$ cat src/hdl/ufc_cfg.svh
`ifndef UFC_CFG_SVH
`define UFC_CFG_SVH

// ----------------------------------------------------------------------------
// Register offsets
// ----------------------------------------------------------------------------
`define UFC_OFF_FIFO_CTL    8'h08
`define UFC_OFF_IRQ_STAT    8'h20
`define UFC_OFF_IRQ_CLR     8'h24
`define UFC_OFF_IRQ_EN      8'h28

// ----------------------------------------------------------------------------
// Control register layout
// ----------------------------------------------------------------------------
`define UFC_FCR_RESET       32'h00000101
`define UFC_FCR_RSVD_MASK   32'hfff0fe09
`define UFC_BIT_RX_CLR      1
`define UFC_BIT_TX_CLR      2
`define UFC_RX_THR_LSB      4
`define UFC_RX_THR_MSB      7
`define UFC_BIT_RX_OFF      8
`define UFC_RTS_THR_LSB     16
`define UFC_RTS_THR_MSB     19
`define UFC_RX_OFF_RESET    1'h1
`define UFC_CODE_RESET      4'h0

// ----------------------------------------------------------------------------
// Threshold codes and byte counts
// ----------------------------------------------------------------------------
`define UFC_CODE_1B         4'h0
`define UFC_CODE_4B         4'h1
`define UFC_CODE_8B         4'h2
`define UFC_CODE_14B        4'h3
`define UFC_LEVEL_1         8'h01
`define UFC_LEVEL_4         8'h04
`define UFC_LEVEL_8         8'h08
`define UFC_LEVEL_14        8'h0e

// ----------------------------------------------------------------------------
// Path clear timing and interrupt layout
// ----------------------------------------------------------------------------
`define UFC_CLR_CYCLES      4'h3
`define UFC_CNT_W           4
`define UFC_IRQ_W           4
`define UFC_IRQ_RX_AVAIL    0
`define UFC_IRQ_RTS_DROP    1
`define UFC_IRQ_TX_DONE     2
`define UFC_IRQ_RX_DONE     3

`endif

$ cat src/hdl/ufc_pkg.sv
`include "ufc_cfg.svh"

package ufc_pkg;

    typedef struct packed {
        logic [`UFC_CNT_W-1:0] cnt;
    } ufc_clr_state_t;

    typedef struct packed {
        logic                  ack;
        logic [31:0]           rdata;
        logic [3:0]            rx_code;
        logic [3:0]            rts_code;
        logic                  rx_off;
        logic                  tx_clr;
        logic                  rx_clr;
        logic [`UFC_IRQ_W-1:0] stat;
        logic [`UFC_IRQ_W-1:0] en;
        logic                  irq;
        logic                  rx_int;
        logic                  rts;
    } ufc_state_t;

endpackage

$ cat src/hdl/ufc_clr_if.sv
`timescale 1ns/10ps
`default_nettype none

interface ufc_clr_if;
    logic start;
    logic done;

    modport ctl  (output start, input  done);
    modport unit (input  start, output done);
endinterface

`default_nettype wire

$ cat src/hdl/ufc_clr_timer.sv
`timescale 1ns/10ps
`default_nettype none
`include "ufc_cfg.svh"

module ufc_clr_timer #(
    parameter logic [`UFC_CNT_W-1:0] CYCLES = `UFC_CLR_CYCLES
) (
    // Clock and reset
    input  wire logic clk_i,
    input  wire logic rst_i,
    // Control side
    ufc_clr_if.unit   clr
);

    ufc_pkg::ufc_clr_state_t q_r;
    ufc_pkg::ufc_clr_state_t q_nxt;

    // A new start reloads the count, so a second write stretches the clear.
    always_comb
    begin
        q_nxt = q_r;
        if (clr.start)
        begin
            q_nxt.cnt = CYCLES;
        end
        else if (q_r.cnt != '0)
        begin
            q_nxt.cnt = q_r.cnt - `UFC_CNT_W'(1);
        end
    end

    assign clr.done = (q_r.cnt == `UFC_CNT_W'(1)) && !clr.start;

    always_ff @(posedge clk_i)
    begin
        if (rst_i)
        begin
            q_r <= '0;
        end
        else
        begin
            q_r <= q_nxt;
        end
    end

endmodule // ufc_clr_timer

`default_nettype wire

$ cat src/hdl/ufc_level_decode.sv
`timescale 1ns/10ps
`default_nettype none
`include "ufc_cfg.svh"

module ufc_level_decode #(
    parameter int OUT_W = 5
) (
    // Code in
    input  wire logic [3:0]       code_i,
    // Byte count out
    output logic      [OUT_W-1:0] level_o
);

    // Reserved codes fall back to one byte so a bad write never stalls flow.
    always_comb
    begin
        case (code_i)
            `UFC_CODE_4B:  level_o = OUT_W'(`UFC_LEVEL_4);
            `UFC_CODE_8B:  level_o = OUT_W'(`UFC_LEVEL_8);
            `UFC_CODE_14B: level_o = OUT_W'(`UFC_LEVEL_14);
            default:       level_o = OUT_W'(`UFC_LEVEL_1);
        endcase
    end

endmodule // ufc_level_decode

`default_nettype wire

$ cat src/hdl/ufc_fifo_ctl.sv
`timescale 1ns/10ps
`default_nettype none
`include "ufc_cfg.svh"

// Operation
// RULE1 - Flow threshold codes 0 to 3 mean 1, 4, 8 or 14 bytes and other codes are reserved.
// RULE2 - The flow threshold acts only for automatic RTS and exists only on flow-capable channels.
// RULE3 - With automatic RTS on, RTS drops once the receive byte count reaches the flow threshold.
// RULE4 - Setting receiver_off disables the receiver and clearing it enables the receiver.
// RULE5 - Software should set receiver_off before it enables multidrop normal mode.
// RULE6 - On FIFO channels the receive threshold codes 0 to 3 mean 1, 4, 8 or 14 bytes.
// RULE7 - A receive count equal to the threshold sets rx_avail_flag and interrupts if enabled.
// RULE8 - Single-buffer channels support only the one-byte receive threshold code.
// RULE9 - Writing one to tx_path_clear flushes and resets the transmit path, zero does nothing.
// RULE10 - Writing one to rx_path_clear flushes and resets the receive path, zero does nothing.
// RULE11 - Each path clear bit returns to zero by itself after no fewer than three cycles.
// RULE12 - Reserved control bits ignore writes and read back their reset values.
module ufc_fifo_ctl #(
    parameter int CNT_W    = 5,
    parameter bit HAS_FIFO = 1'b1,
    parameter bit HAS_FLOW = 1'b1
) (
    // Clock and reset
    input  wire logic             clk_i,
    input  wire logic             rst_i,
    // Wishbone slave
    input  wire logic             wb_cyc_i,
    input  wire logic             wb_stb_i,
    input  wire logic             wb_we_i,
    input  wire logic [7:0]       wb_adr_i,
    input  wire logic [3:0]       wb_sel_i,
    input  wire logic [31:0]      wb_dat_i,
    output logic      [31:0]      wb_dat_o,
    output logic                  wb_ack_o,
    // Receive and flow status from the channel
    input  wire logic [CNT_W-1:0] rx_count_i,
    input  wire logic             auto_rts_en_i,
    input  wire logic             rts_manual_i,
    // Controls to the channel
    output logic                  rts_o,
    output logic                  receiver_off_o,
    output logic                  tx_path_reset_o,
    output logic                  rx_path_reset_o,
    // Flags and interrupts
    output logic                  rx_avail_flag_o,
    output logic                  rx_avail_interrupt_o,
    output logic                  irq_o
);

    // ------------------------------------------------------------------------
    // State
    // ------------------------------------------------------------------------
    ufc_pkg::ufc_state_t q_r;
    ufc_pkg::ufc_state_t q_nxt;

    logic                  bus_req;
    logic                  bus_wr;
    logic [7:0]            word_adr;
    logic                  hit_fcr;
    logic                  hit_stat;
    logic                  hit_clr;
    logic                  hit_en;
    logic                  wr_fcr;
    logic [CNT_W-1:0]      rx_level;
    logic [CNT_W-1:0]      rts_level;
    logic                  rx_at_level;
    logic                  rts_want;
    logic [`UFC_IRQ_W-1:0] irq_set;
    logic [`UFC_IRQ_W-1:0] irq_clr;
    logic [31:0]           fcr_view;

    ufc_clr_if tx_clr_if ();
    ufc_clr_if rx_clr_if ();

    // ------------------------------------------------------------------------
    // Threshold decoders
    // ------------------------------------------------------------------------
    // RULE6 receive threshold decode
    ufc_level_decode #(
        .OUT_W (CNT_W)
    ) u_rx_level (
        .code_i  (q_r.rx_code),
        .level_o (rx_level)
    );

    // RULE1 flow threshold decode
    ufc_level_decode #(
        .OUT_W (CNT_W)
    ) u_rts_level (
        .code_i  (q_r.rts_code),
        .level_o (rts_level)
    );

    // ------------------------------------------------------------------------
    // Path clear timers
    // ------------------------------------------------------------------------
    // RULE11 three cycle self clear
    ufc_clr_timer #(
        .CYCLES (`UFC_CLR_CYCLES)
    ) u_tx_clr (
        .clk_i (clk_i),
        .rst_i (rst_i),
        .clr   (tx_clr_if.unit)
    );

    ufc_clr_timer #(
        .CYCLES (`UFC_CLR_CYCLES)
    ) u_rx_clr (
        .clk_i (clk_i),
        .rst_i (rst_i),
        .clr   (rx_clr_if.unit)
    );

    // ------------------------------------------------------------------------
    // Bus decode
    // ------------------------------------------------------------------------
    // The ack flop blocks a second accept, so each request gives exactly one ack.
    assign bus_req  = wb_cyc_i && wb_stb_i && !q_r.ack;
    assign bus_wr   = bus_req && wb_we_i;
    assign word_adr = {wb_adr_i[7:2], 2'h0};
    assign hit_fcr  = (word_adr == `UFC_OFF_FIFO_CTL);
    assign hit_stat = (word_adr == `UFC_OFF_IRQ_STAT);
    assign hit_clr  = (word_adr == `UFC_OFF_IRQ_CLR);
    assign hit_en   = (word_adr == `UFC_OFF_IRQ_EN);
    assign wr_fcr   = bus_wr && hit_fcr;

    // RULE9 transmit clear on a written one
    assign tx_clr_if.start = wr_fcr && wb_sel_i[0] && wb_dat_i[`UFC_BIT_TX_CLR];

    // RULE10 receive clear on a written one
    assign rx_clr_if.start = wr_fcr && wb_sel_i[0] && wb_dat_i[`UFC_BIT_RX_CLR];

    // ------------------------------------------------------------------------
    // Control register read view
    // ------------------------------------------------------------------------
    always_comb
    begin
        // RULE12 reserved bits read reset value
        fcr_view = `UFC_FCR_RESET & `UFC_FCR_RSVD_MASK;
        fcr_view[`UFC_RTS_THR_MSB:`UFC_RTS_THR_LSB] = q_r.rts_code;
        fcr_view[`UFC_BIT_RX_OFF] = q_r.rx_off;
        fcr_view[`UFC_RX_THR_MSB:`UFC_RX_THR_LSB] = q_r.rx_code;
        fcr_view[`UFC_BIT_TX_CLR] = q_r.tx_clr;
        fcr_view[`UFC_BIT_RX_CLR] = q_r.rx_clr;
    end

    // ------------------------------------------------------------------------
    // Receive threshold and flow control
    // ------------------------------------------------------------------------
    // RULE7 count equals threshold
    assign rx_at_level = (rx_count_i == rx_level);

    always_comb
    begin
        // RULE3 drop RTS at the flow threshold
        // RULE2 threshold used only under automatic RTS
        if (HAS_FLOW && auto_rts_en_i)
        begin
            rts_want = (rx_count_i < rts_level);
        end
        else
        begin
            rts_want = rts_manual_i;
        end
    end

    // ------------------------------------------------------------------------
    // Interrupt events
    // ------------------------------------------------------------------------
    always_comb
    begin
        irq_set = '0;
        irq_set[`UFC_IRQ_RX_AVAIL] = rx_at_level;
        irq_set[`UFC_IRQ_RTS_DROP] = q_r.rts && !rts_want;
        irq_set[`UFC_IRQ_TX_DONE]  = tx_clr_if.done;
        irq_set[`UFC_IRQ_RX_DONE]  = rx_clr_if.done;
        irq_clr = '0;
        if (bus_wr && hit_clr && wb_sel_i[0])
        begin
            irq_clr = wb_dat_i[`UFC_IRQ_W-1:0];
        end
    end

    // ------------------------------------------------------------------------
    // Next state
    // ------------------------------------------------------------------------
    always_comb
    begin
        q_nxt     = q_r;
        q_nxt.ack = bus_req;
        q_nxt.rts = rts_want;

        if (bus_req && !wb_we_i)
        begin
            if (hit_fcr)
            begin
                q_nxt.rdata = fcr_view;
            end
            else if (hit_stat)
            begin
                q_nxt.rdata = {{(32 - `UFC_IRQ_W){1'b0}}, q_r.stat};
            end
            else if (hit_en)
            begin
                q_nxt.rdata = {{(32 - `UFC_IRQ_W){1'b0}}, q_r.en};
            end
            else
            begin
                q_nxt.rdata = '0;
            end
        end

        if (wr_fcr && wb_sel_i[0])
        begin
            // RULE8 single buffer keeps the one-byte code
            if (HAS_FIFO)
            begin
                q_nxt.rx_code = wb_dat_i[`UFC_RX_THR_MSB:`UFC_RX_THR_LSB];
            end
        end

        if (wr_fcr && wb_sel_i[1])
        begin
            // RULE4 receiver disable bit
            q_nxt.rx_off = wb_dat_i[`UFC_BIT_RX_OFF];
        end

        if (wr_fcr && wb_sel_i[2])
        begin
            // RULE2 field absent without flow control
            if (HAS_FLOW)
            begin
                q_nxt.rts_code = wb_dat_i[`UFC_RTS_THR_MSB:`UFC_RTS_THR_LSB];
            end
        end

        // RULE11 start wins over the timer's done
        if (tx_clr_if.start)
        begin
            q_nxt.tx_clr = 1'b1;
        end
        else if (tx_clr_if.done)
        begin
            q_nxt.tx_clr = 1'b0;
        end

        if (rx_clr_if.start)
        begin
            q_nxt.rx_clr = 1'b1;
        end
        else if (rx_clr_if.done)
        begin
            q_nxt.rx_clr = 1'b0;
        end

        if (bus_wr && hit_en && wb_sel_i[0])
        begin
            q_nxt.en = wb_dat_i[`UFC_IRQ_W-1:0];
        end

        // RULE7 sticky flag, set beats clear
        q_nxt.stat   = (q_r.stat & ~irq_clr) | irq_set;
        q_nxt.irq    = |(q_nxt.stat & q_nxt.en);
        q_nxt.rx_int = q_nxt.stat[`UFC_IRQ_RX_AVAIL] && q_nxt.en[`UFC_IRQ_RX_AVAIL];
    end

    // ------------------------------------------------------------------------
    // Registers
    // ------------------------------------------------------------------------
    always_ff @(posedge clk_i)
    begin
        if (rst_i)
        begin
            q_r          <= '0;
            q_r.rx_off   <= `UFC_RX_OFF_RESET;
            q_r.rx_code  <= `UFC_CODE_RESET;
            q_r.rts_code <= `UFC_CODE_RESET;
        end
        else
        begin
            q_r <= q_nxt;
        end
    end

    // ------------------------------------------------------------------------
    // Outputs
    // ------------------------------------------------------------------------
    assign wb_dat_o             = q_r.rdata;
    assign wb_ack_o             = q_r.ack;
    assign rts_o                = q_r.rts;
    assign receiver_off_o       = q_r.rx_off;
    assign tx_path_reset_o      = q_r.tx_clr;
    assign rx_path_reset_o      = q_r.rx_clr;
    assign rx_avail_flag_o      = q_r.stat[`UFC_IRQ_RX_AVAIL];
    assign rx_avail_interrupt_o = q_r.rx_int;
    assign irq_o                = q_r.irq;

endmodule // ufc_fifo_ctl

`default_nettype wire

$ cat config.mk
export PLATFORM = sky130hd
export DESIGN_NAME = ufc_fifo_ctl
export DESIGN_NICKNAME = d
export VERILOG_FILES = /design/src/hdl/ufc_pkg.sv /design/src/hdl/ufc_clr_if.sv /design/src/hdl/ufc_clr_timer.sv /design/src/hdl/ufc_level_decode.sv /design/src/hdl/ufc_fifo_ctl.sv
export VERILOG_INCLUDE_DIRS = /design/src /design/src/hdl
export SDC_FILE = /design/constraint.sdc
export NUM_CORES = 1
export LEC_CHECK = 0
export BUFFER_PORTS_ARGS = -buffer_cell sky130_fd_sc_hd__buf_2
export CAP_MARGIN = 20
export CORE_ASPECT_RATIO = 0.5
export CORE_MARGIN = 10
export CORE_UTILIZATION = 48
export DETAILED_ROUTE_END_ITERATION = 10
export GPL_TIMING_DRIVEN = 1
export MAX_ROUTING_LAYER = met4
export PLACE_DENSITY = 0.8
export RECOVER_POWER = 25
export SYNTH_ARGS = -nofsm -noshare
export SYNTH_HDL_FRONTEND = slang
export SYNTH_SLANG_ARGS = --single-unit
$ cat constraint.sdc
create_clock -name clk_i -period 3.3 [get_ports clk_i]
set_input_delay 0.66 -clock clk_i [delete_from_list [all_inputs] [get_ports clk_i]]
set_output_delay 0.66 -clock clk_i [all_outputs]
set_load 0.05 [all_outputs]
* Word level (Yosys, flattened, before mapping) *
Cells that the tools add are included.

word-level totals
  register bits after elaboration = 63
  word-level logic and storage cells = 84
  output and inout bits = 40

operators by class
  bitwise operators = 4
  $lt $le $gt $ge = 1
  equality and inequality tests = 13
  add/sub/neg operators = 2
  reduce and logical (&&, ||, !) cells = 32
  multiplexer cells = 16

operators with widths
  cell                                                  number
  one-hot mux 4 bit (3 select lines)                    2
  2-to-1 mux 20 bit                                     1
  equality test 6 x 4 -> 1 bit (second input constant)  3
  logical AND 1 bit                                     18
  equality test 4 x 1 -> 1 bit (second input constant)  4
  equality test 4 x 2 -> 1 bit (second input constant)  4
  2-to-1 mux 4 bit                                      4
  bitwise AND 4 bit                                     2
  2-to-1 mux 2 bit                                      4
  nonzero test 2 bit                                    4
  nonzero test 4 bit                                    2
  subtractor 4 x 1 -> 4 bit (second input constant)     2
  equality test 6 x 2 -> 1 bit (second input constant)  1
  equality test 5 bit                                   1
  logical NOT 1 bit                                     5
  less-than comparator 5 bit                            1
  2-to-1 mux 1 bit                                      5
  NOT 4 bit                                             1
  OR 4 bit                                              1
  OR reduction 2 bit                                    2
  OR reduction 4 bit                                    1

* Longest topological paths before layout *
  depth in word-level cells = 11
  gate-level depth with buffers = 9
  gate-level depth less buffers = 9

* Hierarchy *
A second synthesis with hierarchy kept.

unflattened totals
  cell total of the unflattened synthesis = 270
  area total of the unflattened synthesis = 2404.8 µm²

modules (own cells, without submodules)
  module            times used  cells an instance  area an instance (µm²)
  ufc_fifo_ctl      1           212                1866.8
  ufc_clr_timer     2           22                 225.2
  ufc_level_decode  2           7                  43.8

* Least setup slack after synthesis *
Ideal clock, no wire load.

  kind = in2reg
  start point = input wb_adr_i[3]
  end point = register q_r, in the netlist irq_o
  buffers on the path = 2
  library setup time = 130 ps
  data required time = 3170 ps
  stages = 8
  arrival time = 2467 ps
  slack = 703 ps
  cells stage by stage = buf_4 -> or4b_1 -> or4_1 -> buf_2 -> mux2i_1 -> nor2_1 -> a222oi_1 -> o21ai_1

between the ends
  word-level cells in the longest chain between the ends = 9
  elaborated cells between the ends (all ways) = 22
  classes of those cells = 3 x eq/ne; 2 x mux; 4 x bitwise; 13 x reduce/logical

RTL lines
  element                                                                                        RTL line                                                       source
  start: declaration                                                                             ufc_fifo_ctl.sv:30                                             input wire logic [7:0] wb_adr_i,
  equality test 6 x 4 -> 1 bit (no line) / equality test 6 x 2 -> 1 bit (equally long branches)  --
  logical AND 1 bit (on tied branches)                                                           ufc_fifo_ctl.sv:178, ufc_fifo_ctl.sv:125
  logical AND 1 bit (on tied branches)                                                           ufc_fifo_ctl.sv:178, ufc_fifo_ctl.sv:128, ufc_fifo_ctl.sv:131
  2-to-1 mux 4 bit, or another cell as far along                                                 ufc_fifo_ctl.sv:178                                            if (bus_wr && hit_clr && wb_sel_i[0])
  NOT 4 bit / logical NOT 1 bit (equally long branches)                                          ufc_fifo_ctl.sv:262, ufc_clr_timer.sv:32
  bitwise AND 4 bit / logical AND 1 bit (equally long branches)                                  ufc_fifo_ctl.sv:262, ufc_clr_timer.sv:32
  OR 4 bit                                                                                       ufc_fifo_ctl.sv:262                                            q_nxt.stat = (q_r.stat & ~irq_clr) | irq_set;
  bitwise AND 4 bit (*)                                                                          ufc_fifo_ctl.sv:263                                            q_nxt.irq = |(q_nxt.stat & q_nxt.en);
  OR reduction 4 bit (*)                                                                         ufc_fifo_ctl.sv:263
  end signal: assignment                                                                         ufc_fifo_ctl.sv:281                                            q_r <= q_nxt;
  end: declaration                                                                               ufc_fifo_ctl.sv:53                                             ufc_pkg::ufc_state_t q_r;

Mark *: on every way between the ends. The rest lies on a longest branch, timed or not.
A chain may end at the register's enable or synchronous reset.

* Worst setup path in the final report *
  start point = input wb_adr_i[2]
  end point = register q_r, in the netlist irq_o

The elaborated chain is that of the path after synthesis.

==> results.json <==
{
  "status": "finished with violations",
  "failed_checks": "max-capacitance violations, max-slew violations",
  "final_hold_viol_count": 0,
  "synthesis.area_mm2": 0.00227,
  "cts_buffers": 5,
  "hpwlAfterDp_mm": 4.21,
  "coreArea_mm2": 0.00449,
  "io_buffers": 54,
  "firstDrtPassIters": 4,
  "nets": 375,
  "rr_startpoint": "wb_ack_o",
  "die_h_um": 68.6,
  "maxCapViolCount": 1,
  "ctsHoldBuffers": 0,
  "utilization_pct": 55.8,
  "p_int_w": 0.000980,
  "ys_top_cells_by_area": "dfxtp_1, buf_4, a21oi_1",
  "power.switching_w": 0.000458,
  "synthTopCellsByCount": "dfxtp_1, nand2_1, buf_4",
  "yosysMostFrequentCell": "dfxtp_1",
  "rrSetupSlack_ps": 1100,
  "route.detailed.drc": 0,
  "syn2layout_area_growth_pct": 10.4,
  "grt_pass1_vias": 1962,
  "tightest_slew_ps": 1710,
  "cts.sinks": 44,
  "dp_slack_ps": 391,
  "clock_path_buffers": 2,
  "rsz0062_at_grt": "false",
  "syn_inst": 272,
  "cp-startpoint": "wb_adr_i[2]",
  "drv_slew": 42,
  "leakage_nw": 1.01,
  "grt_pass1_wl_mm": 8.34,
  "synth.distinct_cells": 44,
  "required_ps": 3480,
  "setup_violations": 0,
  "min_period_ps": 2650,
  "cts_max_level": 2,
  "dieArea_mm2": 0.00804,
  "hold_path.class": "reg2reg",
  "synthArstFlopShare_pct": 0,
  "seq_area_frac_synth_pct": 38.8,
  "synth_area_per_cell_um2": 8.34,
  "setup_tns_ps": 0,
  "wl_per_cell_um": 14.2,
  "min_path_cells": 2,
  "cts_resized": 0,
  "reg2reg_to": "irq_o",
  "synth_edf_count": 0,
  "drt-total-wl_mm": 5.35,
  "crit_type": "in2reg",
  "track_usage_pct": 13.4,
  "rows": 17,
  "sw_frac_of_total_pct": 31.9,
  "grt_overflow_total": 0,
  "ant_nets": 0,
  "ys.flop_type": "dfxtp_1",
  "start_util_pct": 50.5,
  "worst_skew_pair.late_latency_ps": 300,
  "hold_start": "wb_dat_o[19]",
  "cts_root_buf": "clkbuf_8",
  "p_clk_share_pct": 28.3,
  "worstHoldEndpoint": "wb_dat_o[19]",
  "io_pins": 96,
  "drive_gt1_share_pct": 16.4,
  "vdd_drop_max_mv": 0.235,
  "gp_congestion": 0.837,
  "max_freq_mhz": 378,
  "start_kind": "primary input",
  "power.density_mw_per_mm2": 574,
  "grt_max_degree": 42,
  "via_per_inst": 5.03,
  "antennaDiodeCount": 0,
  "fin_skew_ps": 7.57,
  "slew_headroom_pct": -14.3,
  "drt_iter0_drc": 86,
  "ys_seq_elements": 44,
  "post-cts-setup-buffers": 0,
  "clk_pin_slew_ps": 80,
  "cp.arrival_ps": 2820,
  "worstRegToRegCells": 6,
  "layout_setup_ws_ps": 654,
  "yosysWarnings": 0,
  "cts_tree": "yes",
  "synth_area_leader_cell": "dfxtp_1",
  "vias": 1897,
  "period_share_pct": 80.2,
  "seqPwrFrac_pct": 43.9,
  "yosysTopAreaCellShare_pct": 38.8,
  "crit_fanout": 4,
  "p_comb_share_pct": 27.9,
  "die_w_um": 117,
  "cp-end-kind": "flip-flop",
  "antenna_found_initial": 0
}
-- logic make-up after synthesis --
family          synth area share, %
compound gates                 13.9
xor+xnor                       2.70
fa+ha+maj                      4.96
buf+inv                        13.8
flops                          38.8
mux                            3.70
other cells                   0.165
simple gates                   21.9
-- critical path, stage by stage --
cell and delay, ps:
buf_2 110, or4b_1 530, or4_1 680, mux2i_1 210, nor2_1 70, a222oi_1 430
o21ai_1 130
-- stage by stage --
| stage | hold slack (ps) | total power, W | cells | instance area (um2) |
|---|---|---|---|---|
| final | 455 | 0.00144 | 377 | 2500 |
| after global routing | 482 | 0.00154 | 377 | 2500 |
| after global placement | 439 | 0.00102 | 369 | 2420 |
| after CTS | 458 | 0.00145 | 377 | 2520 |
| after floorplan | 432 | 0.000974 | 290 | 2340 |
| after detailed placement | 446 | 0.00104 | 369 | 2420 |
-- cells in the final DEF, fill, tap and decap left out, types with 7 or more instances in the layout --
cell type,netlist,final
a21oi_1,27,27
nor2_1,22,22
nand2_1,34,34
dfxtp_1,44,44
ha_1,9,9
buf_2,2,38
inv_1,7,7
nand3_1,21,21
conb_1,1,19
clkbuf_1,7,17
-- layer usage --
metal,routed length [um],part of all wire (%),GRT usage [%]
met1,2100,39,12.3
met2,2790,52,26.2
met3,387,7.2,4.05
met4,74,1.4,5.50
met5,0,0,-
-- state kept, by name, indices dropped and copies added (netlist names) --
signal,flops
wb_dat_o,13
fcr_view,8
q_r,7
u_rx_clr.q_r,4
u_tx_clr.q_r,4
irq_o,1
receiver_off_o,1
rts_o,1
rx_avail_flag_o,1
rx_avail_interrupt_o,1
rx_path_reset_o,1
tx_path_reset_o,1
wb_ack_o,1
-- how the worst max path moves through the flow --
stage	endpoint	slack [ps]	cells after the start
CTS	irq_o	690	7
finish	irq_o	650	7
detailed placement	irq_o	390	7
floorplan	irq_o	700	8
global route	irq_o	580	7
global placement	irq_o	420	7
-- power groups by stage --
stage / sequential, W / combinational (W) / clock (W)
CTS: 0.000631 / 0.000405 / 0.000412
global route: 0.000640 / 0.000456 / 0.000440
global placement: 0.000640 / 0.000379 / 0
finish: 0.000631 / 0.000401 / 0.000407
detailed placement: 0.000644 / 0.000401 / 0
floorplan: 0.000640 / 0.000335 / 0
-- final cells by class --
| type | count | area (um2) |
|---|---|---|
| clock buffer | 6 | 72.6 |
| tap | 66 | 82.6 |
| multi-input combinational | 196 | 1140 |
| fill | 423 | 1980 |
| inverter | 7 | 26.3 |
| timing repair buffer | 56 | 265 |
| clock inverter | 2 | 35.0 |
| sequential | 44 | 881 |
No activity file was read; power rests on OpenSTA's default activity.
